**src/hw/ccr_pkg.sv**
```systemverilog
/*
 * Constants, opcodes and register layout of the CPU core register block.
 * Assumes one CPU clock and one active-low reset shared with the execution unit.
 */
package ccr_pkg;

    // special register offsets, identical in both banks
    localparam logic [7:0] SFR_SP    = 8'h81;
    localparam logic [7:0] SFR_DPL   = 8'h82;
    localparam logic [7:0] SFR_DPH   = 8'h83;
    localparam logic [7:0] SFR_ALT_POINTER_LOW  = 8'h84;
    localparam logic [7:0] SFR_ALT_POINTER_HIGH  = 8'h85;
    localparam logic [7:0] SFR_MODE  = 8'h86;
    localparam logic [7:0] SFR_PSW   = 8'hD0;
    localparam logic [7:0] SFR_ACC   = 8'hE0;
    localparam logic [7:0] SFR_B     = 8'hF0;
    localparam logic [7:0] SFR_AUX   = 8'hF1;
    localparam logic [7:0] SFR_PAGE  = 8'hF7;

    // reset values
    localparam logic [7:0] SP_RST    = 8'h07;
    localparam logic [7:0] BYTE_RST  = 8'h00;
    localparam logic [5:0] PAGE_RST  = 6'h00;

    // status word bit positions
    localparam int PSW_CY  = 7;
    localparam int PSW_AC  = 6;
    localparam int PSW_F0  = 5;
    localparam int PSW_RS1 = 4;
    localparam int PSW_RS0 = 3;
    localparam int PSW_OV  = 2;
    localparam int PSW_F1  = 1;

    // mode control bit positions and implemented-bit mask
    localparam int MODE_BKS = 6;
    localparam int MODE_DIV = 3;
    localparam int MODE_MUL = 2;
    localparam int MODE_DPS = 0;
    localparam logic [7:0] MODE_MASK = 8'h4D;
    localparam logic [7:0] PAGE_MASK = 8'h3F;

    typedef enum logic [3:0] {
        CCR_OP_NONE  = 4'h0,
        CCR_OP_PUSH  = 4'h1,
        CCR_OP_POP   = 4'h2,
        CCR_OP_MUL   = 4'h3,
        CCR_OP_DIV   = 4'h4,
        CCR_OP_DIR   = 4'h5,
        CCR_OP_IND   = 4'h6,
        CCR_OP_REG   = 4'h7,
        CCR_OP_XRI   = 4'h8,
        CCR_OP_XPTR  = 4'h9,
        CCR_OP_PINC  = 4'hA,
        CCR_OP_PLOAD = 4'hB
    } ccr_op_t;

endpackage

```
**src/hw/ccr_core_regs.sv**
```systemverilog
/*
 * CPU core special registers: stack pointer, status word, accumulator,
 * operand and extension registers, dual data pointers, mode control, RAM page,
 * plus internal/external data memory address decode.
 * Assumes the execution unit issues at most one op per clock and owns the RAMs.
 */
`timescale 1ns/10ps
`default_nettype none

module ccr_core_regs (
    input  wire logic             ref_clk,
    input  wire logic             nrst,
    input  wire ccr_pkg::ccr_op_t op,
    input  wire logic             op_we,
    input  wire logic [7:0]       op_addr,
    input  wire logic [7:0]       op_wdata,
    input  wire logic             flag_we,
    input  wire logic             alu_carry,
    input  wire logic             alu_aux_carry,
    input  wire logic             alu_overflow,
    input  wire logic             acc_we,
    input  wire logic [7:0]       acc_wdata,
    output logic [7:0]            main_working_reg,
    output logic [7:0]            program_status_word,
    output logic [7:0]            iram_addr,
    output logic                  iram_re,
    output logic                  iram_we,
    output logic [7:0]            iram_wdata,
    output logic                  sfr_rd_valid,
    output logic [7:0]            sfr_rdata,
    output logic                  ext_sfr_re,
    output logic                  ext_sfr_we,
    output logic [7:0]            ext_sfr_addr,
    output logic                  ext_sfr_bank,
    output logic [7:0]            ext_sfr_wdata,
    output logic [15:0]           xram_addr,
    output logic                  xram_re,
    output logic                  xram_we,
    output logic [7:0]            xram_wdata
);
    import ccr_pkg::*;

    logic [7:0]  stack_ptr;
    logic [7:0]  acc;
    logic [7:0]  operand_reg;
    logic [7:0]  extension_accumulator;
    logic        carry_flag;
    logic        aux_carry_flag;
    logic        user_flag_a;
    logic [1:0]  reg_bank_sel;
    logic        overflow_flag;
    logic        user_flag_b;
    logic        parity_flag;
    logic [7:0]  cpu_mode_ctl;
    logic [5:0]  ext_ram_page_sel;
    logic [7:0]  ptr_lo [2];
    logic [7:0]  ptr_hi [2];

    // op decode
    wire is_push  = (op == CCR_OP_PUSH);
    wire is_pop   = (op == CCR_OP_POP);
    wire is_mul   = (op == CCR_OP_MUL);
    wire is_div   = (op == CCR_OP_DIV);
    wire is_dir   = (op == CCR_OP_DIR);
    wire is_ind   = (op == CCR_OP_IND);
    wire is_reg   = (op == CCR_OP_REG);
    wire is_xri   = (op == CCR_OP_XRI);
    wire is_xptr  = (op == CCR_OP_XPTR);
    wire is_pinc  = (op == CCR_OP_PINC);
    wire is_pload = (op == CCR_OP_PLOAD);

    wire pointer_select  = cpu_mode_ctl[MODE_DPS];
    wire wide_product_en = cpu_mode_ctl[MODE_MUL];
    wire wide_quotient_en = cpu_mode_ctl[MODE_DIV];
    wire sfr_bank_select = cpu_mode_ctl[MODE_BKS];

    // addressing mode alone separates upper RAM from special registers
    wire sfr_access = is_dir & op_addr[7];
    wire ram_access = (is_dir & ~op_addr[7]) | is_ind;
    wire sfr_wr     = sfr_access & op_we;

    wire hit_sp   = (op_addr == SFR_SP);
    wire hit_dpl  = (op_addr == SFR_DPL);
    wire hit_dph  = (op_addr == SFR_DPH);
    wire hit_alt_pointer_low = (op_addr == SFR_ALT_POINTER_LOW);
    wire hit_alt_pointer_high = (op_addr == SFR_ALT_POINTER_HIGH);
    wire hit_mode = (op_addr == SFR_MODE);
    wire hit_psw  = (op_addr == SFR_PSW);
    wire hit_acc  = (op_addr == SFR_ACC);
    wire hit_b    = (op_addr == SFR_B);
    wire hit_aux  = (op_addr == SFR_AUX);
    wire hit_page = (op_addr == SFR_PAGE);
    wire hit_local = hit_sp | hit_dpl | hit_dph | hit_alt_pointer_low | hit_alt_pointer_high | hit_mode
                   | hit_psw | hit_acc | hit_b | hit_aux | hit_page;

    wire [7:0] psw_view = {carry_flag, aux_carry_flag, user_flag_a, reg_bank_sel,
                           overflow_flag, user_flag_b, parity_flag};

    wire [7:0] local_rdata =
        hit_sp   ? stack_ptr :
        hit_dpl  ? ptr_lo[0] :
        hit_dph  ? ptr_hi[0] :
        hit_alt_pointer_low ? ptr_lo[1] :
        hit_alt_pointer_high ? ptr_hi[1] :
        hit_mode ? (cpu_mode_ctl & MODE_MASK) :
        hit_psw  ? psw_view :
        hit_acc  ? acc :
        hit_b    ? operand_reg :
        hit_aux  ? extension_accumulator :
        hit_page ? {2'b00, ext_ram_page_sel} : BYTE_RST;

    // multiply: narrow uses a zero extension byte
    wire [15:0] mul_a   = wide_product_en ? {extension_accumulator, acc} : {8'h00, acc};
    wire [23:0] product = {8'h00, mul_a} * {16'h0000, operand_reg};
    wire        mul_ov  = wide_product_en ? (|product[23:16]) : (|product[15:8]);

    // divide: zero divisor leaves the registers, raises overflow and clears carry
    wire [15:0] div_a    = wide_quotient_en ? {extension_accumulator, acc} : {8'h00, acc};
    wire        div_zero = (operand_reg == 8'h00);
    wire [15:0] quotient = div_zero ? div_a : (div_a / {8'h00, operand_reg});
    wire [15:0] rem_wide = div_zero ? {8'h00, operand_reg} : (div_a % {8'h00, operand_reg});

    wire [7:0] next_acc =
        is_mul ? product[7:0] :
        is_div ? quotient[7:0] :
        (sfr_wr & hit_acc) ? op_wdata :
        acc_we ? acc_wdata : acc;

    wire [7:0] next_operand =
        is_mul ? product[15:8] :
        is_div ? rem_wide[7:0] :
        (sfr_wr & hit_b) ? op_wdata : operand_reg;

    wire [7:0] next_ext =
        (is_mul & wide_product_en) ? product[23:16] :
        (is_div & wide_quotient_en) ? quotient[15:8] :
        (sfr_wr & hit_aux) ? op_wdata : extension_accumulator;

    // stack: pre-increment on push, post-decrement on pop
    wire [7:0] sp_inc = stack_ptr + 8'h01;
    wire [7:0] sp_dec = stack_ptr - 8'h01;
    wire [7:0] next_sp =
        is_push ? sp_inc :
        is_pop  ? sp_dec :
        (sfr_wr & hit_sp) ? op_wdata : stack_ptr;

    // working register address from bank select
    wire [7:0] reg_addr = {3'b000, reg_bank_sel, op_addr[2:0]};

    wire [7:0] next_iram_addr =
        is_push ? sp_inc :
        is_pop  ? stack_ptr :
        is_reg  ? reg_addr : op_addr;
    wire next_iram_we = is_push | ((ram_access | is_reg) & op_we);
    wire next_iram_re = is_pop | ((ram_access | is_reg) & ~op_we);

    wire [15:0] sel_ptr = {ptr_hi[pointer_select], ptr_lo[pointer_select]};
    wire [15:0] ptr_inc = sel_ptr + 16'h0001;
    wire [15:0] next_xram_addr =
        is_xri ? {2'b00, ext_ram_page_sel, op_addr} : sel_ptr;

    // flags: hardware update wins over a software write in the same cycle
    wire next_cy = (is_mul | is_div) ? 1'b0 :
                   flag_we ? alu_carry :
                   (sfr_wr & hit_psw) ? op_wdata[PSW_CY] : carry_flag;
    wire next_ac = flag_we ? alu_aux_carry :
                   (sfr_wr & hit_psw) ? op_wdata[PSW_AC] : aux_carry_flag;
    wire next_ov = is_mul ? mul_ov :
                   is_div ? div_zero :
                   flag_we ? alu_overflow :
                   (sfr_wr & hit_psw) ? op_wdata[PSW_OV] : overflow_flag;

    wire psw_wr  = sfr_wr & hit_psw;
    wire mode_wr = sfr_wr & hit_mode;
    wire page_wr = sfr_wr & hit_page;

    always_ff @(posedge ref_clk or negedge nrst) begin
        if (!nrst) begin
            stack_ptr             <= SP_RST;
            acc                   <= BYTE_RST;
            operand_reg           <= BYTE_RST;
            extension_accumulator <= BYTE_RST;
            parity_flag           <= 1'b0;
        end else begin
            stack_ptr             <= next_sp;
            acc                   <= next_acc;
            operand_reg           <= next_operand;
            extension_accumulator <= next_ext;
            parity_flag           <= ^next_acc;
        end
    end

    always_ff @(posedge ref_clk or negedge nrst) begin
        if (!nrst) begin
            carry_flag     <= 1'b0;
            aux_carry_flag <= 1'b0;
            overflow_flag  <= 1'b0;
            user_flag_a    <= 1'b0;
            user_flag_b    <= 1'b0;
            reg_bank_sel   <= 2'b00;
        end else begin
            carry_flag     <= next_cy;
            aux_carry_flag <= next_ac;
            overflow_flag  <= next_ov;
            if (psw_wr) begin
                user_flag_a  <= op_wdata[PSW_F0];
                user_flag_b  <= op_wdata[PSW_F1];
                reg_bank_sel <= op_wdata[PSW_RS1:PSW_RS0];
            end
        end
    end

    // only implemented bits are stored, the rest stay zero
    always_ff @(posedge ref_clk or negedge nrst) begin
        if (!nrst) begin
            cpu_mode_ctl     <= BYTE_RST;
            ext_ram_page_sel <= PAGE_RST;
        end else begin
            if (mode_wr) begin
                cpu_mode_ctl <= op_wdata & MODE_MASK;
            end
            if (page_wr) begin
                ext_ram_page_sel <= op_wdata[5:0];
            end
        end
    end

    // two identical pointers; byte writes and whole-word ops share one path
    genvar gi;
    generate
        for (gi = 0; gi < 2; gi++) begin : g_ptr
            wire sel_me = (pointer_select == 1'(gi));
            wire wr_lo  = sfr_wr & ((gi == 0) ? hit_dpl : hit_alt_pointer_low);
            wire wr_hi  = sfr_wr & ((gi == 0) ? hit_dph : hit_alt_pointer_high);
            always_ff @(posedge ref_clk or negedge nrst) begin
                if (!nrst) begin
                    ptr_lo[gi] <= BYTE_RST;
                    ptr_hi[gi] <= BYTE_RST;
                end else if (sel_me & is_pload) begin
                    ptr_lo[gi] <= op_wdata;
                    ptr_hi[gi] <= op_addr;
                end else if (sel_me & is_pinc) begin
                    ptr_lo[gi] <= ptr_inc[7:0];
                    ptr_hi[gi] <= ptr_inc[15:8];
                end else begin
                    if (wr_lo) begin
                        ptr_lo[gi] <= op_wdata;
                    end
                    if (wr_hi) begin
                        ptr_hi[gi] <= op_wdata;
                    end
                end
            end
        end
    endgenerate

    // memory and register port outputs, all registered
    always_ff @(posedge ref_clk or negedge nrst) begin
        if (!nrst) begin
            iram_addr     <= BYTE_RST;
            iram_re       <= 1'b0;
            iram_we       <= 1'b0;
            iram_wdata    <= BYTE_RST;
            sfr_rd_valid  <= 1'b0;
            sfr_rdata     <= BYTE_RST;
            ext_sfr_re    <= 1'b0;
            ext_sfr_we    <= 1'b0;
            ext_sfr_addr  <= BYTE_RST;
            ext_sfr_bank  <= 1'b0;
            ext_sfr_wdata <= BYTE_RST;
            xram_addr     <= 16'h0000;
            xram_re       <= 1'b0;
            xram_we       <= 1'b0;
            xram_wdata    <= BYTE_RST;
        end else begin
            iram_addr     <= next_iram_addr;
            iram_re       <= next_iram_re;
            iram_we       <= next_iram_we;
            iram_wdata    <= op_wdata;
            sfr_rd_valid  <= sfr_access & ~op_we & hit_local;
            sfr_rdata     <= (sfr_access & hit_local) ? local_rdata : BYTE_RST;
            ext_sfr_re    <= sfr_access & ~op_we & ~hit_local;
            ext_sfr_we    <= sfr_wr & ~hit_local;
            ext_sfr_addr  <= op_addr;
            ext_sfr_bank  <= sfr_bank_select;
            ext_sfr_wdata <= op_wdata;
            xram_addr     <= next_xram_addr;
            xram_re       <= (is_xri | is_xptr) & ~op_we;
            xram_we       <= (is_xri | is_xptr) & op_we;
            xram_wdata    <= op_wdata;
        end
    end

    assign main_working_reg    = acc;
    assign program_status_word = psw_view;
endmodule

`default_nettype wire

```
**config.mk**
```make
export PLATFORM = sky130hd
export DESIGN_NAME = ccr_core_regs
export DESIGN_NICKNAME = d
export VERILOG_FILES = /design/src/hw/ccr_pkg.sv /design/src/hw/ccr_core_regs.sv
export SDC_FILE = /design/constraint.sdc
export NUM_CORES = 1
export LEC_CHECK = 0
export ABC_AREA = 1
export BUFFER_PORTS_ARGS = -buffer_cell sky130_fd_sc_hd__buf_4
export CAP_MARGIN = 20
export CORE_ASPECT_RATIO = 1.25
export CORE_UTILIZATION = 68
export DETAILED_ROUTE_END_ITERATION = 12
export GPL_TIMING_DRIVEN = 1
export PLACE_DENSITY = 0.88
export SLEW_MARGIN = 20
export SYNTH_ARGS = -nofsm -noshare
export SYNTH_HDL_FRONTEND = slang
export SYNTH_SLANG_ARGS = --single-unit
```
**constraint.sdc**
```tcl
create_clock -name ref_clk -period 79.6 [get_ports ref_clk]
set_input_delay 11.94 -clock ref_clk [delete_from_list [all_inputs] [get_ports ref_clk]]
set_output_delay 11.94 -clock ref_clk [all_outputs]
set_load 0.005 [all_outputs]
```
=== Yosys cells after proc, flatten, opt, wreduce, memory -nomap -nowiden ===
Index checks and enable logic that the tools add are counted.

* Register bits after elaboration: 138
* Input bits: 36
* Output and inout port bits: 88
* Word-level logic and storage cells: 186

* Add/subtract/negate cells: 3
* Multipliers: 1
* Divide/modulo/power cells: 2
* $lt $le $gt $ge: 1
* Equal/unequal tests: 23
* Mux-type cells: 61
* Bitwise logic cells: 50
* Reduce and logical (&&, ||, !) cells: 15

{| class="wikitable"
|+ Operators with widths
! operator !! number
|-
| $mux 8 || 46
|-
| $eq 8x8->1 const B || 11
|-
| $mux 16 || 4
|-
| $and 1x1->1 || 29
|-
| $mul 16x8->24 || 1
|-
| $reduce_bool 3->1 || 8
|-
| $add 16x1->16 const B || 1
|-
| $div 16x8->16 || 1
|-
| $eq 4x3->1 const B || 4
|-
| $eq 4x4->1 const B || 4
|-
| $mod 16x8->16 || 1
|-
| $or 1x1->1 || 16
|-
| $reduce_or 8->1 || 2
|-
| $mux 1 || 10
|-
| $add 8x1->8 const B || 1
|-
| $eq 4x2->1 const B || 2
|-
| $logic_not 8->1 || 1
|-
| $reduce_xor 8->1 || 1
|-
| $sub 8x1->8 const B || 1
|-
| $mux 6 || 1
|-
| $eq 4x1->1 const B || 1
|-
| $not 1->1 || 4
|-
| $reduce_bool 4->1 || 1
|-
| $ne 3x3->1 const B || 1
|-
| other kinds (4) || 4
|}

=== Logic depth before layout (Yosys ltp) ===
Gate-level depths: netlist of the first run.

* Depth after elaboration: 13
* Depth in mapped cells: 214

=== Worst setup path before layout of the first run ===
No wires, ideal clock.

* Path kind: register to register
* From: register operand_reg[0]
* To: register parity_flag
* Setup time: 116 ps
* Data arrival time: 26831 ps
* Data required time: 79484 ps
* Setup slack: 52652 ps
* Stages on the path, launching flop included: 204
* Period minus slack after synthesis: 26948 ps
* Path through: dfrtp_1 -> clkbuf_1 -> clkbuf_1 -> inv_1 -> ha_1 -> o21ai_1 -> nor2_1 -> nand2_1 -> nand2_1 -> ha_1 -> nand2_1 -> nand3_1 -> nand2_1 -> nand2_1 -> nand2_1 -> ha_1 -> nand2_1 -> nand3_1 -> [... 168 more ...] -> inv_1 -> fa_1 -> inv_1 -> o21ai_0 -> a31oi_1 -> o21ai_0 -> o21ai_0 -> a21oi_1 -> nor3b_1 -> nand2_1 -> nor2_2 -> nand3_2 -> nor2_4 -> nand3_2 -> nand2_2 -> inv_2 -> nand2_1 -> nand2_1

* Cells in the longest elaborated chain, start to end: 5

{| class="wikitable"
|+ Ends and longest elaborated chain
! item !! RTL line !! RTL
|-
| start, declared || ccr_core_regs.sv:45 || <nowiki>logic [7:0] operand_reg;</nowiki>
|-
| start signal, assigned || ccr_core_regs.sv:187 || <nowiki>operand_reg <= next_operand;</nowiki>
|-
| $div 16x8->16 / $logic_not 8->1 (equally long branches) || ccr_core_regs.sv:120, ccr_core_regs.sv:119 ||
|-
| $mux 16 || ccr_core_regs.sv:120 || <nowiki>wire [15:0] quotient = div_zero ? div_a : (div_a / {8'h00, operand_reg});</nowiki>
|-
| $mux 8 || ccr_core_regs.sv:125 || <nowiki>is_div ? quotient[7:0] :</nowiki>
|-
| $mux 8 (*) || ccr_core_regs.sv:124 || <nowiki>is_mul ? product[7:0] :</nowiki>
|-
| via next_acc[0] || ccr_core_regs.sv:123 || <nowiki>wire [7:0] next_acc =</nowiki>
|-
| $reduce_xor 8->1 (*) || ccr_core_regs.sv:189 || <nowiki>parity_flag <= ^next_acc;</nowiki>
|-
| end signal, assigned || ccr_core_regs.sv:189 ||
|-
| end, declared || ccr_core_regs.sv:53 || <nowiki>logic parity_flag;</nowiki>
|}

The timed path passes the listed nets; every way through them passes the cells marked *.
A chain may end at the register's enable or synchronous reset.

=== Final worst setup path of the first run ===
* From: register operand_reg[0]
* To: register operand_reg[1]

* Cells in the longest elaborated chain, start to end: 4

{| class="wikitable"
|+ Ends and longest elaborated chain
! item !! RTL line !! RTL
|-
| $mod 16x8->16 || ccr_core_regs.sv:121 || <nowiki>wire [15:0] rem_wide = div_zero ? {8'h00, operand_reg} : (div_a % {8'h00, operand_reg});</nowiki>
|-
| $mux 8 || ccr_core_regs.sv:121 ||
|-
| $mux 8 || ccr_core_regs.sv:131 || <nowiki>is_div ? rem_wide[7:0] :</nowiki>
|-
| $mux 8 || ccr_core_regs.sv:130 || <nowiki>is_mul ? product[15:8] :</nowiki>
|}

Several ways; a longest one is shown, not always the timed one. The select of a mux whose other input is x is not followed.

==> impl_metrics.py, run 1 <==
metrics = {
    "critical_path": {
        "worst-path-max-fanout": 22,
        "cp.required_ns": 79.88,
        "crit_arrival_ns": 31.22,
        "timing.critical_path.from_type": "flop",
        "timing.reg2reg.worst_path_depth": 192,
        "crit_cells": 192,
        "crit_path_max_incr_delay_ns": 0.90,
        "critPathBufInv": 30,
        "crit_top_cell": "sky130_fd_sc_hd__nand2_1",
        "path_delay_family": "simple AND/OR/NAND/NOR gates",
        "setup.worst_path.class": "flop to flop",
        "crit_path_end_kind": "flop",
        "cpMaxStageDelayCell": "sky130_fd_sc_hd__dfrtp_1",
    },
    "layout": {
        "leading_cell_type_in_the_layout_fill_and_taps_excluded": "sky130_fd_sc_hd__nand2_1",
        "stdcell_area_mm2": 0.0195,
        "area_growth_pct": 9.59,
        "nFillCells": 1986,
        "final_util": 0.767,
        "layout.nets": 2940,
        "layout_common_cells": "sky130_fd_sc_hd__nand2_1, sky130_fd_sc_hd__inv_1, sky130_fd_sc_hd__o21ai_0",
        "drive_above_1_share": 0.112,
        "top_regs": "ptr_hi: 16 flops, ptr_lo: 16 flops, xram_addr: 16 flops",
        "n_antenna_cell": 0,
    },
    "logic_synthesis": {
        "gate_count_post_synth": 2594,
        "number_of_synthesized_flops_with_an_enable_pin": 0,
        "ffs_latches_synth": 138,
        "yosysUniqueCellTypes": 65,
        "netlist.area_leader.share": 0.190,
        "ys_async_sr_fraction": 1.00,
        "post_synth_main_area_contributors": "sky130_fd_sc_hd__dfrtp_1, sky130_fd_sc_hd__nand2_1, sky130_fd_sc_hd__ha_1",
        "synthesis.yosys.warnings": 0,
        "syn_area_mm2": 0.0178,
        "synth-seq-area-share": 0.194,
        "post_synth_net_total": 2866,
        "avgSynthCellArea_um2": 6.87,
        "ys.flop_type": "sky130_fd_sc_hd__dfrtp_1",
        "synth.largest_area_cell": "sky130_fd_sc_hd__dfrtp_1",
    },
    "die": {
        "floorplan.die.width_um": 147,
        "die_area_mm2": 0.0269,
        "num_io_pins": 124,
        "design.core.area_mm2": 0.0255,
        "initial_core_util": 0.700,
        "placementRows": 65,
        "die_height_um": 183,
    },
    "clock_tree": {
        "worst_setup_hold_path_clk_slew_ns": 0.07,
        "root_buffer": "sky130_fd_sc_hd__clkbuf_16",
        "clock_sink_count": 138,
        "cts_hold_buf": 0,
        "post_cts.repair.setup_buffers": 0,
        "postCtsResizedCells": 0,
        "cts_htree_levels": 4,
        "cts_buffer_count": 17,
        "insertion_delay_ns": 0.44,
        "cts.path.max_buffers": 2,
        "tritoncts": "done",
    },
    "run_status": {
        "outcome": "complete, no violations",
    },
    "timing": {
        "setup_tns_ns": 0,
        "clock_skew_ns": 0.0109,
        "finalHoldViolCount": 0,
        "final_critical_path_setup_slack_ns": 48.66,
        "final.min_clock_period_ns": 30.94,
        "worst_pin_slew_ns": 1.09,
        "unrepaired_setup_endpoints_after_global_routing": "false",
        "period_utilization": 0.389,
        "timing.max_slew.rel_slack": 0.270,
        "fmax_mhz": 32.3,
        "final-setup-viol-count": 0,
        "timing_max_transition_violations_final": 0,
    },
    "placement": {
        "placed_instance_area_mm2": 0.0189,
        "detailedPlacementHpwl_mm": 46.0,
        "gp_routability_congestion": 1.06,
        "place.port_buffers": 123,
        "dpl_worst_slack_ns": 49.40,
    },
    "global_routing": {
        "first_global_vias": 18900,
        "global_route.usage.total": 0.462,
        "globalRouteMet1Util": 0.513,
        "number_of_antenna_violations_at_the_first_check_in_global_routing": 0,
        "wire_length_of_the_first_global_routing_pass_mm": 96.2,
        "globalRouteMet2Util": 0.784,
        "globalRouteOverflowTotal": 0,
        "grt-busiest-layer": "met2",
        "met3_capacity_usage_during_global_routing": 0.0915,
        "grt_max_degree": 76,
    },
    "hold_path": {
        "hold-path-cell-count": 0,
        "timing.hold.worst.class": "flop to flop",
    },
    "detailed_routing": {
        "wl_per_cell_um": 20.0,
        "via_total_after_detailed_routing": 18900,
        "postRouteWirelength_mm": 60.4,
        "first_iter_violations": 1795,
        "drt-pass1-iter-count": 6,
        "detail_route.drc_violations": 0,
        "detail-route-antenna-nets": 0,
        "detail_route.vias_per_cell": 6.27,
    },
    "run": {
        "drv.max_cap_violation_count": 0,
    },
}
==> synthesized netlist by cell type (all sizes together) (35+ instances only) <==
cell	number
nand3	176
nor2	203
fa	85
inv	441
xor2	64
buf	37
clkbuf	54
xnor2	35
ha	151
dfrtp	135
nand2	623
a21oi	100
o21ai	254
==> final timing paths <==
path | from | endpoint | slack (ns)
worst max-delay path | operand_reg[0] | operand_reg[1] | 48.66
max in group asynchronous | nrst | ext_sfr_we | 66.73
min in group asynchronous | nrst | ptr_hi[3] | 11.48
worst min-delay path | cpu_mode_ctl[6] | ext_sfr_bank | 0.49
worst max register to register | operand_reg[0] | operand_reg[1] | 48.66
worst min register to register | cpu_mode_ctl[6] | ext_sfr_bank | 0.49
==> metrics by stage <==
step                hold WS (ns)  cells
CTS                        0.470   3015
finish                     0.489   3016
global route               0.486   3016
global placement           0.457   2983
detailed placement         0.446   2983
floorplan                  0.374   2594
==> logic make-up after synthesis <==
logic type      synth area share
fa+ha+maj                  0.202
xor+xnor                  0.0491
buf+inv                    0.121
simple gates               0.272
flops                      0.194
mux                      0.00176
compound gates             0.160
==> layout make-up <==
type                    count  area, um2  area share
clock inverters            14        219      0.0112
inverters                 450       1690      0.0866
well taps                 335        419      0.0215
flip-flops and latches    138       3460       0.177
clock buffers              18        429      0.0220
repair buffers            146       1100      0.0566
multi-input cells        1915      12200       0.625
==> routing by layer <==
metal	vias to the layer above	wire, um
met3	388	6910
met1	8654	20000
met4	0	5130
met5	-	0
met2	1355	28400
li1	8525	-
Power of run 1 is not shown: default switching activity piles up to over one toggle a cycle in this logic, so the estimate is an artifact.
==> run 2, diff against run 1 <==
--- a/config.mk
+++ b/config.mk
@@ -9,10 +9,10 @@
 export BUFFER_PORTS_ARGS = -buffer_cell sky130_fd_sc_hd__buf_4
 export CAP_MARGIN = 20
 export CORE_ASPECT_RATIO = 1.25
-export CORE_UTILIZATION = 68
+export CORE_UTILIZATION = 57
 export DETAILED_ROUTE_END_ITERATION = 12
 export GPL_TIMING_DRIVEN = 1
-export PLACE_DENSITY = 0.88
+export PLACE_DENSITY = 0.79
 export SLEW_MARGIN = 20
 export SYNTH_ARGS = -nofsm -noshare
 export SYNTH_HDL_FRONTEND = slang
==> constraint.sdc (replaced) <==
create_clock -name ref_clk -period 24.8 [get_ports ref_clk]
set_input_delay 3.72 -clock ref_clk [delete_from_list [all_inputs] [get_ports ref_clk]]
set_output_delay 3.72 -clock ref_clk [all_outputs]
set_load 0.005 [all_outputs]
==> run 2 against run 1 <==
Effect of this change: wire length grew 9.2%; utilization shrank 4.1 points; non-clock buffer count grew 178; sequential cell count is the same; hold slack lost 0.012 ns; register-to-register slack lost 49 ns; clock skew grew 0.0097 ns; fmax grew 25%.
==> impl_metrics.py, run 2 (synthesized netlist as in run 1, its figures left out) <==
metrics = {
    "clock_tree": {
        "worst_setup_hold_path_clk_slew_ns": 0.06,
        "tritoncts": "done",
        "cts.path.max_buffers": 2,
        "cts_htree_levels": 4,
        "cts_buffer_count": 17,
        "root_buffer": "sky130_fd_sc_hd__clkbuf_16",
        "insertion_delay_ns": 0.45,
        "clock_sink_count": 138,
    },
    "global_routing": {
        "globalRouteOverflowTotal": 0,
        "wire_length_of_the_first_global_routing_pass_mm": 97.0,
        "grt_max_degree": 75,
        "first_global_vias": 18600,
        "global_route.usage.total": 0.393,
        "number_of_antenna_violations_at_the_first_check_in_global_routing": 1,
    },
    "detailed_routing": {
        "detail-route-antenna-nets": 0,
        "via_total_after_detailed_routing": 19500,
        "drt-pass1-iter-count": 6,
        "postRouteWirelength_mm": 66.0,
        "first_iter_violations": 1528,
        "wl_per_cell_um": 20.2,
        "detail_route.drc_violations": 0,
        "detail_route.vias_per_cell": 5.97,
    },
    "die": {
        "floorplan.die.width_um": 160,
        "die_area_mm2": 0.0320,
        "placementRows": 72,
        "die_height_um": 200,
        "design.core.area_mm2": 0.0308,
        "num_io_pins": 124,
        "initial_core_util": 0.578,
    },
    "placement": {
        "numPlacedInstances": 3115,
        "gp_routability_congestion": 1.00,
        "placed_instance_area_mm2": 0.0195,
        "detailedPlacementHpwl_mm": 47.5,
        "place.port_buffers": 123,
    },
    "timing": {
        "fmax_mhz": 40.4,
        "clock_skew_ns": 0.0206,
        "final-setup-viol-count": 0,
        "timing.max_slew.rel_slack": 0.202,
        "period_utilization": 0.999,
        "finalHoldViolCount": 0,
        "final.min_clock_period_ns": 24.77,
        "unrepaired_setup_endpoints_after_global_routing": "true",
        "setup_tns_ns": 0,
        "timing_max_transition_violations_final": 0,
        "final.hold.worst_slack_ns": 0.477,
        "worst_pin_slew_ns": 1.19,
    },
    "layout": {
        "n_antenna_cell": 0,
        "final-instance-count-excl-fill": 3267,
        "leading_cell_type_in_the_layout_fill_and_taps_excluded": "sky130_fd_sc_hd__nand2_1",
        "layout_common_cells": "sky130_fd_sc_hd__nand2_1, sky130_fd_sc_hd__inv_1, sky130_fd_sc_hd__buf_4",
        "stdcell_area_mm2": 0.0224,
        "top_regs": "ptr_hi: 16 flops, ptr_lo: 16 flops, xram_addr: 16 flops",
        "area_growth_pct": 25.5,
        "layout.nets": 3121,
        "drive_above_1_share": 0.248,
    },
    "critical_path": {
        "crit_arrival_ns": 25.08,
        "crit_path_end_kind": "flop",
        "worst-path-max-fanout": 7,
        "timing.critical_path.from_type": "flop",
        "cp.required_ns": 25.11,
        "crit_path_max_incr_delay_ns": 0.39,
        "crit_top_cell": "sky130_fd_sc_hd__nand2_2",
        "setup.worst_path.class": "flop to flop",
        "cpMaxStageDelayCell": "sky130_fd_sc_hd__dfrtp_1",
    },
    "hold_path": {
        "timing.hold.worst.class": "flop to flop",
    },
    "run": {
        "drv.max_cap_violation_count": 0,
    },
    "run_status": {
        "outcome": "complete, no violations",
    },
}
==> run 2: cell count changes in the layout (fill, tap and decap cells not counted), moves of 20 or more <==
cell                      previous run  this run
sky130_fd_sc_hd__ha_1              151       120
sky130_fd_sc_hd__nand3_1           153       127
sky130_fd_sc_hd__a21oi_1            98        78
sky130_fd_sc_hd__nand2_2            20        67
sky130_fd_sc_hd__o21ai_0           228       198
sky130_fd_sc_hd__nand2_1           598       535
sky130_fd_sc_hd__inv_1             411       377
sky130_fd_sc_hd__ha_4                0        30
sky130_fd_sc_hd__o21ai_2             1        24
sky130_fd_sc_hd__buf_4             144       310
sky130_fd_sc_hd__inv_2              29        51
==> run 2: area by class of cell <==
type	instances	area [um2]
clock buffers	23	498
clock inverters	7	138
fillers	2424	8460
inverters	450	1740
multi-input cells	1916	13500
flip-flops and latches	138	3460
well taps	407	509
repair buffers	324	2500
repair inverters	2	12.5
==> run 2: worst paths after layout <==
path	start	end	slack [ns]	cells past startpoint
min reg2reg	cpu_mode_ctl[6]	ext_sfr_bank	0.48	0
max	cpu_mode_ctl[3]	operand_reg[0]	0.03	191
min in group asynchronous	nrst	xram_addr[6]	3.28	1
max reg2reg	cpu_mode_ctl[3]	operand_reg[0]	0.03	191
max in group asynchronous	nrst	parity_flag	20.11	2
min	cpu_mode_ctl[6]	ext_sfr_bank	0.48	0
==> run 2: through the flow <==
step                worst slack (ns)   util
global placement             -0.0312  0.634
detailed placement            -0.989  0.634
global route                   -1.46  0.726
floorplan                     0.0165      -
finish                        0.0279  0.726
CTS                           0.0252  0.667
==> run 2: worst max-delay path, delay by kind of cell, from the launching register on <==
family	cells	cell delay [ns]
compound gates	58	8.58
flops	1	0.39
buf+inv	29	2.42
simple gates	88	9.05
fa+ha+maj	16	4.17
==> run 2: per-layer routing <==
layer,vias to the layer above,routed length (um),track usage
li1,8915,-,-
met1,9145,23300,0.424
met2,1026,32000,0.688
met3,405,5120,0.0753
met4,2,5570,0.290
met5,-,13,0
==> run 2: what timing repair did <==
action / CTS / global route
gates resized for setup: 19 / 287
pin swaps: 22 / 172
buffers inserted: 39 / 82
setup endpoints to repair: 10 / 11
hold buffers: 0 / 0
cloned: 1 / 2
Power of run 2 is left out for the same reason.
